**config.mk**
```make
export PLATFORM = sky130hd
export DESIGN_NAME = pcl_device_flat
export DESIGN_NICKNAME = d
export VERILOG_FILES = /design/src/pcl_pkg.sv /design/src/pcl_link_if.sv /design/src/pcl_sync_edge.sv /design/src/pcl_device.sv /design/src/flat_wrapper.sv
export SDC_FILE = /design/constraint.sdc
export NUM_CORES = 1
export LEC_CHECK = 0
export ABC_AREA = 1
export ABC_CLOCK_PERIOD_IN_PS = 3700
export BUFFER_PORTS_ARGS = -buffer_cell sky130_fd_sc_hd__buf_4
export CAP_MARGIN = 20
export CORE_MARGIN = 5
export CORE_UTILIZATION = 30
export DETAILED_ROUTE_END_ITERATION = 7
export GPL_TIMING_DRIVEN = 0
export HOLD_SLACK_MARGIN = 0.02
export PLACE_DENSITY = 0.54
export SLEW_MARGIN = 15
export SYNTH_ARGS = -nofsm -noshare
export SYNTH_HDL_FRONTEND = slang
export SYNTH_SLANG_ARGS = --single-unit
```
**constraint.sdc**
```tcl
create_clock -name clk -period 3.7 [get_ports clk]
set_input_delay 0.185 -clock clk [delete_from_list [all_inputs] [get_ports clk]]
set_output_delay 0.185 -clock clk [all_outputs]
set_load 0.03 [all_outputs]
```
**src/pcl_pkg.sv**
```systemverilog
// package: shared constants and types for the passive configuration load port
package pcl_pkg;
	// ----------------------------------------
	// clock and timing
	// ----------------------------------------
	localparam int CLK_PERIOD_NS = 8;            // system clock period
	localparam int CFG_LOW_MIN_NS = 500;         // least request low pulse
	localparam int CFG_LOW_CYC = (CFG_LOW_MIN_NS + CLK_PERIOD_NS - 1) / CLK_PERIOD_NS;
	localparam int CD_LOW_MAX_NS = 500;          // request low to load_complete low
	localparam int CD_LOW_CYC = CD_LOW_MAX_NS / CLK_PERIOD_NS;
	localparam int ST_LOW_MIN_US = 45;           // health pulse least width
	localparam int ST_LOW_MIN_CYC = (ST_LOW_MIN_US * 1000 + CLK_PERIOD_NS - 1) / CLK_PERIOD_NS;
	localparam int ST_HIGH_MAX_US = 230;         // request high to health high
	localparam int ST_HIGH_MAX_CYC = (ST_HIGH_MAX_US * 1000) / CLK_PERIOD_NS;
	localparam int CK_WAIT_US = 230;             // request high to first bit clock edge
	localparam int CK_WAIT_CYC = (CK_WAIT_US * 1000 + CLK_PERIOD_NS - 1) / CLK_PERIOD_NS;
	localparam int POR_FAST_US = 3;              // short power-on delay
	localparam int POR_FAST_CYC = (POR_FAST_US * 1000) / CLK_PERIOD_NS;
	localparam int POR_SLOW_US = 100;            // long power-on delay
	localparam int POR_SLOW_CYC = (POR_SLOW_US * 1000) / CLK_PERIOD_NS;
	localparam int HOST_DIV = 4;                 // host bit clock half period in cycles
	localparam int CNT_W = 16;                   // width of timing counters
	localparam logic [31:0] IMAGE_BYTES = 32'h0000_0010; // bytes in one image
	// ----------------------------------------
	// load schemes and flash commands
	// ----------------------------------------
	localparam logic [1:0] SEL_SERIAL = 2'h0;    // serial passive load
	localparam logic [1:0] SEL_PARALLEL = 2'h1;  // parallel passive load
	localparam logic [1:0] SEL_SERIAL_FAST = 2'h2; // serial, short power-on delay
	localparam logic [1:0] SEL_FLASH_LOADER = 2'h3; // flash loader design present
	localparam logic [7:0] FLASH_WRITE_CMD = 8'h02; // page program opcode
	typedef enum logic [2:0] {PCL_POR, PCL_RESET, PCL_WAIT_REL, PCL_LOAD, PCL_USER} pcl_state_e;
	typedef enum logic [1:0] {PCH_IDLE, PCH_PULSE, PCH_WAIT, PCH_SEND} pch_state_e;
endpackage

```
**src/pcl_link_if.sv**
```systemverilog
// interface: pins between the configuration host and the device
`timescale 1ns/1ps
interface pcl_link_if;
	logic reload_request_n;   // host drives
	logic cfg_bit_clock;      // host drives
	logic [7:0] cfg_data;     // host drives, bit 0 in serial
	logic health_o;           // device open-drain output value
	logic health_oe_n;        // low while device pulls health line
	logic health_in;          // resolved health line
	logic done_o;             // device load_complete value
	logic done_oe_n;          // low while device drives load_complete
	logic done_in;            // resolved load_complete line
	modport device (input reload_request_n, cfg_bit_clock, cfg_data, health_in, done_in,
		output health_o, health_oe_n, done_o, done_oe_n);
	modport host (output reload_request_n, cfg_bit_clock, cfg_data, input health_in, done_in);
endinterface

```
**src/pcl_sync_edge.sv**
```systemverilog
// module: three-stage pin synchroniser with rise detect
`timescale 1ns/1ps
module pcl_sync_edge (
	input wire logic clk,
	input wire logic rst_b,
	input wire logic pin,
	output logic level,
	output logic rise
);
	// ----------------------------------------
	// synchroniser
	// ----------------------------------------
	logic [2:0] sh_q;   // stage 0 only feeds stage 1
	logic lvl_q;        // accepted level
	// a change counts once stages 1 and 2 agree
	always_ff @(posedge clk) begin
		if (!rst_b) begin
			sh_q <= 3'h7;
			lvl_q <= 1'b1;
		end else begin
			sh_q <= {sh_q[1:0], pin};
			if (sh_q[1] == sh_q[2]) lvl_q <= sh_q[2];
		end
	end
	assign level = lvl_q;
	assign rise = (sh_q[1] == sh_q[2]) && sh_q[2] && !lvl_q;
endmodule

```
**src/pcl_device.sv**
```systemverilog
// module: device end of the passive configuration load port
`timescale 1ns/1ps
module pcl_device (
	input wire logic clk,
	input wire logic rst_b,
	pcl_link_if.device link,
	input wire logic [1:0] scheme_select,
	input wire logic scan_bit,
	input wire logic scan_bit_valid,
	input wire logic user_rd_ready,
	output logic user_rd_valid,
	output logic [7:0] user_rd_data,
	output logic [7:0] user_io_in,
	output logic user_mode,
	output logic flash_clk,
	output logic flash_cs_n,
	output logic flash_mosi
);
	// ----------------------------------------
	// pin synchronisers
	// ----------------------------------------
	logic req_lvl;     // synchronised request level
	logic clk_lvl;     // synchronised bit clock level
	logic clk_rise;    // bit clock rising edge
	logic [7:0] d_sync1_q, d_sync2_q, d_sync3_q; // data bus path, three stages like the other pins
	pcl_sync_edge u_req (.clk(clk), .rst_b(rst_b), .pin(link.reload_request_n), .level(req_lvl), .rise());
	pcl_sync_edge u_bck (.clk(clk), .rst_b(rst_b), .pin(link.cfg_bit_clock), .level(clk_lvl), .rise(clk_rise));
	// data pins stand still for the whole high phase of the bit clock, so the last stage
	// still holds the value from just after the rise when that rise is seen
	always_ff @(posedge clk) begin
		if (!rst_b) begin
			d_sync1_q <= 8'h00;
			d_sync2_q <= 8'h00;
			d_sync3_q <= 8'h00;
		end else begin
			d_sync1_q <= link.cfg_data;
			d_sync2_q <= d_sync1_q;
			d_sync3_q <= d_sync2_q;
		end
	end
	// ----------------------------------------
	// scheme capture after reset release
	// ----------------------------------------
	logic [1:0] sel_q;      // scheme caught once
	logic sel_taken_q;
	always_ff @(posedge clk) begin
		if (!rst_b) begin
			sel_q <= 2'h0;
			sel_taken_q <= 1'b0;
		end else if (!sel_taken_q) begin
			sel_q <= scheme_select;
			sel_taken_q <= 1'b1;
		end
	end
	wire is_par = (sel_q == pcl_pkg::SEL_PARALLEL);
	wire is_sfl = (sel_q == pcl_pkg::SEL_FLASH_LOADER);
	// short delay on the fast setting, long otherwise
	wire [pcl_pkg::CNT_W-1:0] por_len = (sel_q == pcl_pkg::SEL_SERIAL_FAST) ?
		pcl_pkg::CNT_W'(pcl_pkg::POR_FAST_CYC) : pcl_pkg::CNT_W'(pcl_pkg::POR_SLOW_CYC);
	// ----------------------------------------
	// configuration sequencer
	// ----------------------------------------
	pcl_pkg::pcl_state_e st_q, st_d;
	logic [pcl_pkg::CNT_W-1:0] cnt_q, cnt_d;   // timing counter
	logic [pcl_pkg::CNT_W-1:0] lowc_q;         // request low length
	logic [31:0] bytes_q;                      // bytes received
	logic [2:0] bit_q;                         // serial bit index
	logic [7:0] shf_q;                         // serial assembly
	wire req_ok = (lowc_q >= pcl_pkg::CNT_W'(pcl_pkg::CFG_LOW_CYC));
	wire req_fall = !req_lvl && (st_q == pcl_pkg::PCL_USER || st_q == pcl_pkg::PCL_LOAD) && req_ok;
	wire load_done = (bytes_q >= pcl_pkg::IMAGE_BYTES);
	always_comb begin
		st_d = st_q;
		cnt_d = cnt_q + pcl_pkg::CNT_W'(1);
		case (st_q)
			pcl_pkg::PCL_POR: begin
				if (cnt_q >= por_len) begin
					st_d = pcl_pkg::PCL_RESET;
					cnt_d = '0;
				end
			end
			pcl_pkg::PCL_RESET: begin
				// health pulse at least the least width, while request stays low
				if (cnt_q >= pcl_pkg::CNT_W'(pcl_pkg::ST_LOW_MIN_CYC) && req_lvl) begin
					st_d = pcl_pkg::PCL_LOAD;
					cnt_d = '0;
				end
			end
			pcl_pkg::PCL_LOAD: begin
				if (req_fall) begin
					st_d = pcl_pkg::PCL_RESET;
					cnt_d = '0;
				end else if (load_done || is_sfl) begin
					st_d = pcl_pkg::PCL_USER;
				end
			end
			pcl_pkg::PCL_USER: begin
				if (req_fall) begin
					st_d = pcl_pkg::PCL_RESET;
					cnt_d = '0;
				end
			end
			default: st_d = pcl_pkg::PCL_POR;
		endcase
	end
	// timing counter and state register
	always_ff @(posedge clk) begin
		if (!rst_b) begin
			st_q <= pcl_pkg::PCL_POR;
			cnt_q <= '0;
		end else begin
			st_q <= st_d;
			cnt_q <= (cnt_d == '1) ? cnt_q : cnt_d;
		end
	end
	// measure how long the request has been low; glitches below the minimum are ignored
	always_ff @(posedge clk) begin
		if (!rst_b) lowc_q <= '0;
		else if (req_lvl) lowc_q <= '0;
		else if (!req_ok) lowc_q <= lowc_q + pcl_pkg::CNT_W'(1);
	end
	// ----------------------------------------
	// data capture
	// ----------------------------------------
	wire in_load = (st_q == pcl_pkg::PCL_LOAD);
	wire take = in_load && clk_rise;
	wire [7:0] ser_byte = {d_sync3_q[0], shf_q[7:1]};  // lsb first
	wire byte_ready = take && (is_par || bit_q == 3'h7);
	always_ff @(posedge clk) begin
		if (!rst_b || !in_load) begin
			bit_q <= 3'h0;
			shf_q <= 8'h00;
			bytes_q <= 32'h0;
		end else if (take) begin
			shf_q <= ser_byte;
			bit_q <= is_par ? 3'h0 : bit_q + 3'h1;
			if (byte_ready) bytes_q <= bytes_q + 32'h1;
		end
	end
	// two-entry buffer toward the user side; a byte that arrives while the buffer is
	// full is dropped, but bytes_q still counts it, so loading still completes
	logic [7:0] buf_q [2];
	logic [1:0] cnt_b_q;
	logic wp_q, rp_q;
	wire push = byte_ready && (cnt_b_q != 2'h2);
	wire pop = user_rd_valid && user_rd_ready;
	always_ff @(posedge clk) begin
		if (!rst_b) begin
			cnt_b_q <= 2'h0;
			wp_q <= 1'b0;
			rp_q <= 1'b0;
		end else begin
			if (push) begin
				buf_q[wp_q] <= is_par ? d_sync3_q : ser_byte;
				wp_q <= !wp_q;
			end
			if (pop) rp_q <= !rp_q;
			cnt_b_q <= cnt_b_q + {1'b0, push} - {1'b0, pop};
		end
	end
	assign user_rd_valid = (cnt_b_q != 2'h0);
	assign user_rd_data = buf_q[rp_q];
	// ----------------------------------------
	// pin drive
	// ----------------------------------------
	wire hold_health = (st_q == pcl_pkg::PCL_POR) || (st_q == pcl_pkg::PCL_RESET);
	// drop load_complete as soon as the request is seen low, without waiting for the
	// minimum width; waiting would land the fall well past the allowed time
	wire hold_done = (st_q != pcl_pkg::PCL_USER) || !req_lvl;
	assign link.health_o = 1'b0;
	assign link.health_oe_n = !hold_health;
	assign link.done_o = 1'b0;
	assign link.done_oe_n = !hold_done;
	assign user_mode = (st_q == pcl_pkg::PCL_USER);
	// after loading the parallel bus is plain user input
	always_ff @(posedge clk) begin
		if (!rst_b) user_io_in <= 8'h00;
		else if (user_mode && is_par) user_io_in <= d_sync3_q;
	end
	// ----------------------------------------
	// scan to serial flash forwarding
	// ----------------------------------------
	logic fwd_clk_q, fwd_cs_q, fwd_do_q;
	always_ff @(posedge clk) begin
		if (!rst_b) begin
			fwd_clk_q <= 1'b0;
			fwd_cs_q <= 1'b1;
			fwd_do_q <= 1'b0;
		end else if (user_mode && is_sfl) begin
			fwd_cs_q <= !scan_bit_valid;
			fwd_do_q <= scan_bit;
			fwd_clk_q <= scan_bit_valid && !fwd_clk_q;
		end else begin
			fwd_cs_q <= 1'b1;
			fwd_clk_q <= 1'b0;
		end
	end
	assign flash_clk = fwd_clk_q;
	assign flash_cs_n = fwd_cs_q;
	assign flash_mosi = fwd_do_q;
	wire unused_ok = clk_lvl ^ link.health_in ^ link.done_in;
endmodule

```
**src/flat_wrapper.sv**
```systemverilog
// flat-port wrapper written by rule: the top's interface ports become plain ports
module pcl_device_flat 
  (clk, rst_b, scheme_select, scan_bit, scan_bit_valid, user_rd_ready, user_rd_valid, user_rd_data, user_io_in, user_mode, flash_clk, flash_cs_n, flash_mosi, link_reload_request_n, link_cfg_bit_clock, link_cfg_data, link_health_in, link_done_in, link_health_o, link_health_oe_n, link_done_o, link_done_oe_n);
  pcl_link_if link_i ();
  input wire logic clk;
  input wire logic rst_b;
  input wire logic [1:0] scheme_select;
  input wire logic scan_bit;
  input wire logic scan_bit_valid;
  input wire logic user_rd_ready;
  output logic user_rd_valid;
  output logic [7:0] user_rd_data;
  output logic [7:0] user_io_in;
  output logic user_mode;
  output logic flash_clk;
  output logic flash_cs_n;
  output logic flash_mosi;
  input wire logic [$bits(link_i.reload_request_n)-1:0] link_reload_request_n;
  input wire logic [$bits(link_i.cfg_bit_clock)-1:0] link_cfg_bit_clock;
  input wire logic [$bits(link_i.cfg_data)-1:0] link_cfg_data;
  input wire logic [$bits(link_i.health_in)-1:0] link_health_in;
  input wire logic [$bits(link_i.done_in)-1:0] link_done_in;
  output wire logic [$bits(link_i.health_o)-1:0] link_health_o;
  output wire logic [$bits(link_i.health_oe_n)-1:0] link_health_oe_n;
  output wire logic [$bits(link_i.done_o)-1:0] link_done_o;
  output wire logic [$bits(link_i.done_oe_n)-1:0] link_done_oe_n;
  assign link_i.reload_request_n = link_reload_request_n;
  assign link_i.cfg_bit_clock = link_cfg_bit_clock;
  assign link_i.cfg_data = link_cfg_data;
  assign link_i.health_in = link_health_in;
  assign link_i.done_in = link_done_in;
  assign link_health_o = link_i.health_o;
  assign link_health_oe_n = link_i.health_oe_n;
  assign link_done_o = link_i.done_o;
  assign link_done_oe_n = link_i.done_oe_n;
  pcl_device u_core (.clk(clk), .rst_b(rst_b), .link(link_i), .scheme_select(scheme_select), .scan_bit(scan_bit), .scan_bit_valid(scan_bit_valid), .user_rd_ready(user_rd_ready), .user_rd_valid(user_rd_valid), .user_rd_data(user_rd_data), .user_io_in(user_io_in), .user_mode(user_mode), .flash_clk(flash_clk), .flash_cs_n(flash_cs_n), .flash_mosi(flash_mosi));
endmodule
```
After elaboration in Yosys (flattened, before gate mapping). Memory sizes are Yosys's and may differ from the RTL's. A register that Yosys moved wholly into a read port is not among the register bits. Cells that the tools add are included. Widths: inputs -> output; s select.

Bits of input ports: 19. Memories: 1. Output and inout bits: 25. Memory bits (writable): 16. Register bits: 128.

$add $sub $neg: 6. Order comparisons: 4. Reductions and logical operators: 35. Bitwise operators: 1. Multiplexer cells: 19. Eq/ne operators: 16.

Memories: u_core.buf_q (words 2, width 8, rd ports 1, clocked after memory_dff 1, wr ports 1, RTL line pcl_device.sv:142) `logic [7:0] buf_q [2];`.

Operators by type and width (number): $mux 16 (3); $pmux 16 s3 (1); $add 16x1->16 const B (2); $add 32x1->32 const B (1); $ge 32x5->1 const B (1); $mux 3 (6); $eq 16x16->1 const B (1); $ge 16x13->1 const B (1); $ge 16x16->1 (1); $ge 16x6->1 const B (1); $mux 14 (1); $logic_and 1x1->1 (12); $pmux 3 s4 (1); $logic_not 1->1 (10); $mux 8 (1); $eq 3x3->1 const B (2); $logic_or 1x1->1 (6); $mux 1 (6); $eq 2x2->1 const B (2); $ne 2x1->1 const B (2); $ne 2x2->1 const B (2); $reduce_and 2->1 (2); $reduce_and 4->1 (1); $reduce_or 2->1 (2); 12 further kinds (13).

Longest topological paths before layout. Gate-level depths: netlist of run 1.

Word-level depth: 9. Mapped depth: 15. Mapped depth without buffers: 15.

By module. A second synthesis of run 1 with hierarchy kept.

Cell total of the unflattened synthesis: 811. Area total of the unflattened synthesis: 6334.8 um^2.

By module, submodules not included: pcl_device (area an instance 6042.0 um^2, cells an instance 777, times used 1); pcl_sync_edge (area an instance 146.4 um^2, cells an instance 17, times used 2).

Least setup slack after synthesis of run 1. No wires, ideal clock.

Path kind: register to register. Start point: reg u_core.u_bck.sh_q[2]. End point: mem u_core.buf_q[1][0], enable pin. Period minus slack after synthesis: 2.226 ns. Arrival time: 1.842 ns. Data required time: 3.317 ns. Library setup time: 0.383 ns. Cell stages (with the launch flop): 9. Path buffers: 1. Setup slack: 1.474 ns. Path through: dfxtp_1 ha_1 nand2_1 nor2_4 o21ai_1 clkbuf_1 a21oi_1 inv_1 nor3_1.

Cells in the longest elaborated chain, start to end: 9.

Ends and longest elaborated chain: start, declared (RTL line pcl_sync_edge.sv:13) `logic [2:0] sh_q;`; start signal, assigned (RTL line pcl_sync_edge.sv:21) `sh_q <= {sh_q[1:0], pin};`; $eq 1x1->1 (RTL line pcl_sync_edge.sv:26) `assign rise = (sh_q[1] == sh_q[2]) && sh_q[2] && !lvl_q;`; $logic_and 1x1->1 (*) (2 in a row) (RTL line pcl_sync_edge.sv:26); $logic_and 1x1->1 (*) (RTL line pcl_device.sv:126) `wire take = in_load && clk_rise;`; $logic_and 1x1->1 (*) (RTL line pcl_device.sv:128) `wire byte_ready = take && (is_par || bit_q == 3'h7);`; $logic_and 1x1->1 (*) (RTL line pcl_device.sv:145) `wire push = byte_ready && (cnt_b_q != 2'h2);`; named net u_core.push (RTL line pcl_device.sv:145); $mux 1 (*) (RTL line pcl_device.sv:153) `if (push) begin`; $mux 1 (*) (RTL line pcl_device.sv:148) `if (!rst_b) begin`; $mux 1 (*) (RTL line pcl_device.sv:154) `buf_q[wp_q] <= is_par ? d_sync3_q : ser_byte;`; end, declared (RTL line pcl_device.sv:142).

Mark *: on every way through the listed nets, which the timed path passes. The rest lies on a longest branch.

Final worst setup path of run 1.
Start point: in rst_b. End point: mem u_core.buf_q[0][4], enable pin.

Cells in the longest elaborated chain, start to end: 2.

Ends and longest elaborated chain: start, declared (RTL line flat_wrapper.sv:6) `input wire logic rst_b;`; $mux 1 (RTL line pcl_device.sv:148); $mux 1 (RTL line pcl_device.sv:154).

Every way passes these cells.

==> run metrics, run 1 <==
outcome finished, final reports clean; placed instance area 7066 sq um; mean post-synth cell area around 7.6 sq um; worst vdd ir approximately 0.00021 V; # clock sinks 144; Layout area overhead 21.18%; footprint of the multi-input gates approximately 2800 sq um; CTS Buf Count 17; routed length per instance 12.31 um; post-cts sizing count 0; fin crit share a little over 70%; DRC violations left 0; total gr overflow 0; Slew headroom a little under 50%; cell chain of the critical path dlygate4sd3_1 -> buf_4 -> clkbuf_1 -> clkinv_1 -> clkbuf_1 -> nor2_1; PD cells ~440 nW/um^2; Post-synth EDFFs 16; I/O Buffers 39; worst r2r src u_core.u_bck.sh_q[2]; Max stage delay on crit path 0.68 ns; P_leak a little over 3 nW; Max Cap Viol 0; Netlist cell types 38; Via density about 4.4; CORE AREA 21020 sq um; vias in the first global route just over 5000; dpl hpwl roughly 11000 um; Worst-Skew Late Latency about 0.4 ns; final core utilization a little under two fifths; final wirelength about 15000 um; CTS clk-pin slew, worst paths about 0.060 ns; Simple-Gate Fraction of Synth Area 28.75%; share of cells above drive strength 1 between 10% and 20%; Crit path top cell by count clkbuf_1; commonest non-fill, non-tap cell in the layout nand2_1; fmax 381.1 MHz; CTS H-tree depth 4; Starting Density a little under a third; fillers between 2000 and 2500; Tot Pwr approximately 0.0034 W; Worst Setup SP rst_b; Top FF cell, synth dfxtp_1; Post-CTS Setup Bufs 0; Mapped Area 6420 sq um; Final Setup Violations 0; initial antenna violation count 0; Overall Global Routing Usage between 10% and 20%; DR pass1 iterations 5; most frequent cells in the layout 180 x nand2_1, 128 x dfxtp_1, 120 x inv_1; first-pass GRT wire length 25050 um; CP startpoint kind input pin; # diodes 0; clk_skew just under 0.008 ns; R2R Setup Slk 1.10 ns; 1st-iter DRT viols about 300; DIE WIDTH roughly 160 um; setup repair after global routing missed its margin no; mux contribution to synthesized area 1.403%; post-synthesis xor/xnor area fraction about 3.1%; design area 7780 sq um; Vias 5283; Hold Crit Depth 3; FF+latch area 3043 sq um; io pins 44; largest family of logic cells by synthesized area simple AND/OR/NAND/NOR gates; Critical R2R Capture u_core.buf_q[0][4]; CP endpoint u_core.buf_q[0][4]; ys async rst share 0%; Final nets about 950; Crit Path Max Fanout 10; WHS 0.04430 ns; Worst-Margin Slew 0.7620 ns; CTS tree yes; clock tree buffer depth 2; Die Ht roughly 160 um; Reg2Reg Depth 8; Synth Area in Compound Gates 7.659%; hold crit path type input pin to flop; Mapped Cells about 850; Die Area ~24000 sq um; Critical-path top delay cell nor2_1; Slew Viols, Final 0; Crit Path Class input pin to flop; Critical Path AT around 2.7 ns; crit path capture type flop; final hold vios 0; Yosys reg bits 144; Detail Route Antenna Nets 0; Setup TNS Final 0 ns; register area share after synthesis roughly 47%; WP data required 3.73 ns; largest net degree at the start of global routing 17; routability congestion estimate 0.8448; Synthesis Warnings 0; Root Driver clkbuf_16; Tmin final 2.624 ns; Post-Synth Adder-Cell Area approximately 2.7%; FP Rows 53
==> flip-flops by register name, summed over array words and instances, names as in the netlist, 2 cells and up, named ones only <==
name and cells:
u_core.u_bck.sh_q 3, u_core.shf_q 7, u_core.u_req.sh_q 3, u_core.bit_q 3, u_core.d_sync1_q 8, u_core.sel_q 2, u_core.d_sync2_q 8, u_core.bytes_q 32
u_core.cnt_b_q 2, u_core.st_q 3, u_core.d_sync3_q 8, u_core.lowc_q 16, u_core.buf_q 16, u_core.user_io_in 8, u_core.cnt_q 16
==> cell usage after synthesis (2+ instances only) <==
library cell / instances / area share (%)
buf_2: 2 / 0.16
nor3_1: 28 / 2.2
xor2_1: 22 / 3.0
nand4_1: 18 / 1.8
o21ai_0: 37 / 2.9
nand3_1: 46 / 3.6
inv_1: 120 / 7.0
nor3b_1: 4 / 0.47
nor2_1: 99 / 5.8
buf_4: 2 / 0.23
nor3_2: 3 / 0.47
clkbuf_1: 20 / 1.2
nor2_4: 2 / 0.35
dfxtp_1: 128 / 40
a21oi_1: 53 / 4.1
mux2_2: 8 / 1.4
nor4_1: 10 / 0.97
inv_2: 4 / 0.23
edfxtp_1: 16 / 7.5
nand2b_1: 2 / 0.19
o21ai_1: 2 / 0.16
nand3_2: 2 / 0.31
or2_2: 9 / 0.88
nand2_2: 2 / 0.19
nor2_2: 4 / 0.39
ha_1: 14 / 2.7
nand2_1: 180 / 11
==> per-stage QoR <==
stage | setup slack (ns) | cells
floorplan | 1.474 | 849
global placement | 0.5898 | 1163
detailed placement | 1.001 | 1163
CTS | 0.9277 | 1208
global route | 0.8225 | 1208
finish | 1.076 | 1208
==> critical path, delay by kind of cell <==
family,cells,cell delay (ns)
AND/OR/NAND/NOR,1,0.68
buffers and inverters,5,1.79
==> cells by family after synthesis <==
| kind of cell | after synthesis |
|---|---|
| AOI/OAI and AO/OA | 96 |
| buffers and inverters | 149 |
| adders and majority gates | 14 |
| other | 1 |
| and+or+nand+nor | 413 |
| DFF | 144 |
| xor gates and xnor gates | 23 |
| muxes | 8 |
==> how the worst min path moves through the flow <==
stage | startpoint | slack, ns | endpoint
2_1_floorplan | rst_b | 0.21 | u_core.sel_taken_q
3_3_place_gp | rst_b | 0.30 | u_core.sel_taken_q
3_5_place_dp | rst_b | 0.30 | u_core.sel_taken_q
4_1_cts | scheme_select[1] | 0.03 | u_core.sel_q[1]
5_1_grt | scheme_select[0] | 0.06 | u_core.sel_q[0]
6_report | scheme_select[1] | 0.04 | u_core.sel_q[1]
==> layout make-up <==
type / instances / area share, %
flip-flops and latches: 144 / 39.11
multi-input cells: 556 / 36.20
clock buffers: 20 / 6.143
inverters: 125 / 6.031
repair buffers: 52 / 5.436
well taps: 275 / 4.423
clock inverters: 12 / 1.367
plain buffers: 24 / 1.287
==> power by group <==
group          switching (W)  internal (W)  total [W]
combinational      0.0000910     0.0000648   0.000156
sequential         0.0000136       0.00160    0.00161
clock               0.000666       0.00100    0.00167
==> what timing repair did <==
action / in CTS / in global routing
endpoints found under the hold margin: 13 / 0
endpoints found under the setup margin: 0 / 0
hold buffers: 13 / 0
==> routing by layer <==
metal	share of wire (%)	global-route usage (%)	vias up
met2	48	21.16	65
met3	3.2	3.457	4
met4	0.68	3.140	0
met1	49	16.55	2348
li1	-	-	2866
met5	0	0	-
Power figures use the tool's default switching activity.
==> run 2: changes to the inputs <==
ABC_AREA = 0   (was 1)
ABC_CLOCK_PERIOD_IN_PS = 2300   (was 3700)
PLACE_DENSITY = 0.56   (was 0.54)
clock period = 2.3 ns   (was 3.7 ns; I/O delays follow)
==> run 2 against run 1 <==
Global-route usage down 1.3 points; clock power is 48% higher; utilization rose by 0.25 points; setup slack got worse by 0.98 ns.
==> run metrics, run 2 <==
WHS 0.1625 ns (+0.1182 ns); routed length per instance 12.62 um (+2.5%); Worst-Margin Slew 0.6323 ns (-0.1297 ns); outcome finished, final reports clean; CTS Buf Count 17 (unchanged); min setup slack post-route 0.09913 ns (-0.9771 ns); top cell type's share of synthesized area 42.11% (+2.2 points); CTS H-tree depth 4 (unchanged); Die Area 23230 sq um (-4.9%); Post-synth EDFFs 16 (unchanged); clk_skew 0.006979 ns (-0.0007609 ns); Slew Viols, Final 0 (unchanged); Final Setup Violations 0 (unchanged); Max Cap Viol 0 (unchanged); worst vdd ir 0.0005168 V (+140%); 1st-iter DRT viols 239 (-21%); commonest non-fill, non-tap cell in the layout dfxtp_1; Vias 4605 (-13%); final core utilization 37.26% (+0.25 points); Top FF cell, synth dfxtp_1; Slew headroom 57.85% (+8.8 points); Tmin final roughly 2.2 ns; fin crit share a little over nine tenths; Synth top cells by count 128 x dfxtp_1, 88 x nand2_1, 71 x nor2_1; design area 7491 sq um (-3.7%); Yosys reg bits 144 (unchanged); PD cells 718.6 nW/um^2 (+63%); register area share after synthesis 50.01% (+2.6 points); Crit Path Class flop to flop; io pins 44 (unchanged); Critical Path AT 2.54 ns (-0.12 ns); placed instance area 6719 sq um (-4.9%); Worst-Skew Late Latency 0.41 ns (about the same); Synth area leaders dfxtp_1 42%, edfxtp_1 7.9%, nand2_1 5.4%; Largest register FFs 32 (unchanged); DRC violations left 0 (unchanged); WP data required 2.64 ns (-1.09 ns); routability congestion estimate 0.8110 (-4.0%); FP Rows 52 (-1.9%); initial antenna violation count 1 (+1); Die Ht 152.4 um (-2.5%); vias in the first global route 4369 (-14%); I/O Buffers 39 (unchanged); P_leak 2.760 nW (-11%); Detail Route Antenna Nets 0 (unchanged); Synthesis Warnings 0 (unchanged); Place WS -0.1900 ns (-1.191 ns); mean post-synth cell area 9.318 sq um (+23%); clock tree buffer depth 2 (unchanged); Yosys top cell by area dfxtp_1; Mapped Cells 653 (-23%); hold crit path type input pin to flop; # clock sinks 144 (unchanged); first-pass GRT wire length 21830 um (-13%); CORE AREA 20100 sq um (-4.4%); final wirelength 12770 um (-14%); Mapped Area 6085 sq um (-5.2%); DIE WIDTH 152.4 um (-2.5%); Top reg by flops u_core.bytes_q; Setup TNS Final 0 ns (unchanged); Crit Path Max Fanout 10 (unchanged); final hold vios 0 (unchanged); Netlist cell types 65 (+71%); count leader, synth dfxtp_1; largest net degree at the start of global routing 17 (unchanged); CP startpoint kind flop; # diodes 0 (unchanged); Root Driver clkbuf_16; crit path capture type flop; Via density 4.550 (+4.0%); CTS tree yes; fmax between 400 and 500 MHz; share of cells above drive strength 1 16.04% (+4.0 points); DR pass1 iterations 4 (-1); total gr overflow 0 (unchanged); Starting Density 30.27% (-0.27 points); Final nets 762 (-20%); most frequent cells in the layout 126 x dfxtp_1, 88 x nand2_1, 70 x nor2_1; Overall Global Routing Usage 11.44% (-1.3 points); dpl hpwl 9307 um (-17%); Layout area overhead 23.11%; CTS clk-pin slew, worst paths 0.06 ns (about the same); ys async rst share 0% (unchanged)
## run 2: cell count changes after synthesis, sizes merged, moves of 24 or more
cell	change
nand3	-24
and2	+38
nor2	-34
nand2	-94
inv	-108
## run 2: area by class of cell
cell class	count	area, sq um
Clock buffer	18	429.2
Tap cell	270	337.8
Clock inverter	14	110.1
Multi-Input combinational cell	465	2888
Inverter	17	63.81
Sequential cell	144	3048
Timing Repair Buffer	56	457.9
Fill cell	2050	12610
Buffer	28	156.4
## run 2: repair_timing
action | CTS | global route
endpoints found under the hold margin | 16 | 0
endpoints found under the setup margin | 23 | 38
buffers inserted | 0 | 2
cloned | 0 | 0
hold buffers | 15 | 0
resized for setup | 8 | 8
pin swaps | 0 | 2
## run 2: logic make-up (layout without fill, tap and decap cells)
group	Yosys count	after routing	synth area share (%)
flip-flops	144	144	50.01
XOR/XNOR	44	44	6.334
other	1	2	0.06163
multiplexers	15	15	2.632
adder cells (fa/ha/maj)	14	14	2.879
AND/OR/NAND/NOR	314	314	26.71
AO/OA/AOI/OAI	76	76	7.815
buffers and inverters	45	133	3.557
## run 2: report_power, final
group	switching, W	total, W	internal, W
registers	0.0000310	0.00261	0.00258
logic	0.000164	0.000308	0.000144
clock network	0.00107	0.00247	0.00139
total	0.00127	0.00538	0.00411
## run 2: metal layers
layer | global-route usage (%) | wire, um
met1 | 16.07 | 6563
met2 | 16.72 | 5582
met3 | 3.664 | 528
met4 | 3.691 | 100
met5 | 0 | 0
## run 2: worst paths after layout
kind	depth (start not counted)	from	endpoint	slack, ns
worst max-delay path	8	u_core.lowc_q[12]	u_core.cnt_q[15]	0.1
worst min-delay path	4	user_rd_ready	flop	0.16
worst max register to register	8	u_core.lowc_q[12]	u_core.cnt_q[15]	0.1
worst min register to register	1	u_core.u_req.sh_q[0]	u_core.u_req.sh_q[1]	0.41
## run 2: stage by stage
stage	power, W	std cells
final	0.005383	1012
after global routing	0.005631	1012
after CTS	0.005472	1010
after detailed placement	0.002946	963
after global placement	0.002946	963
after floorplan	0.002842	654
## run 2: worst max-delay path, cell delays in order (launching register included)
cell and delay, ns:
dfxtp_1 0.31, nor4_1 0.41, o2111a_1 0.39, nor2_1 0.09, a222oi_1 0.39, buf_4 0.19
o21ai_4 0.08, buf_6 0.15, nor2_1 0.11
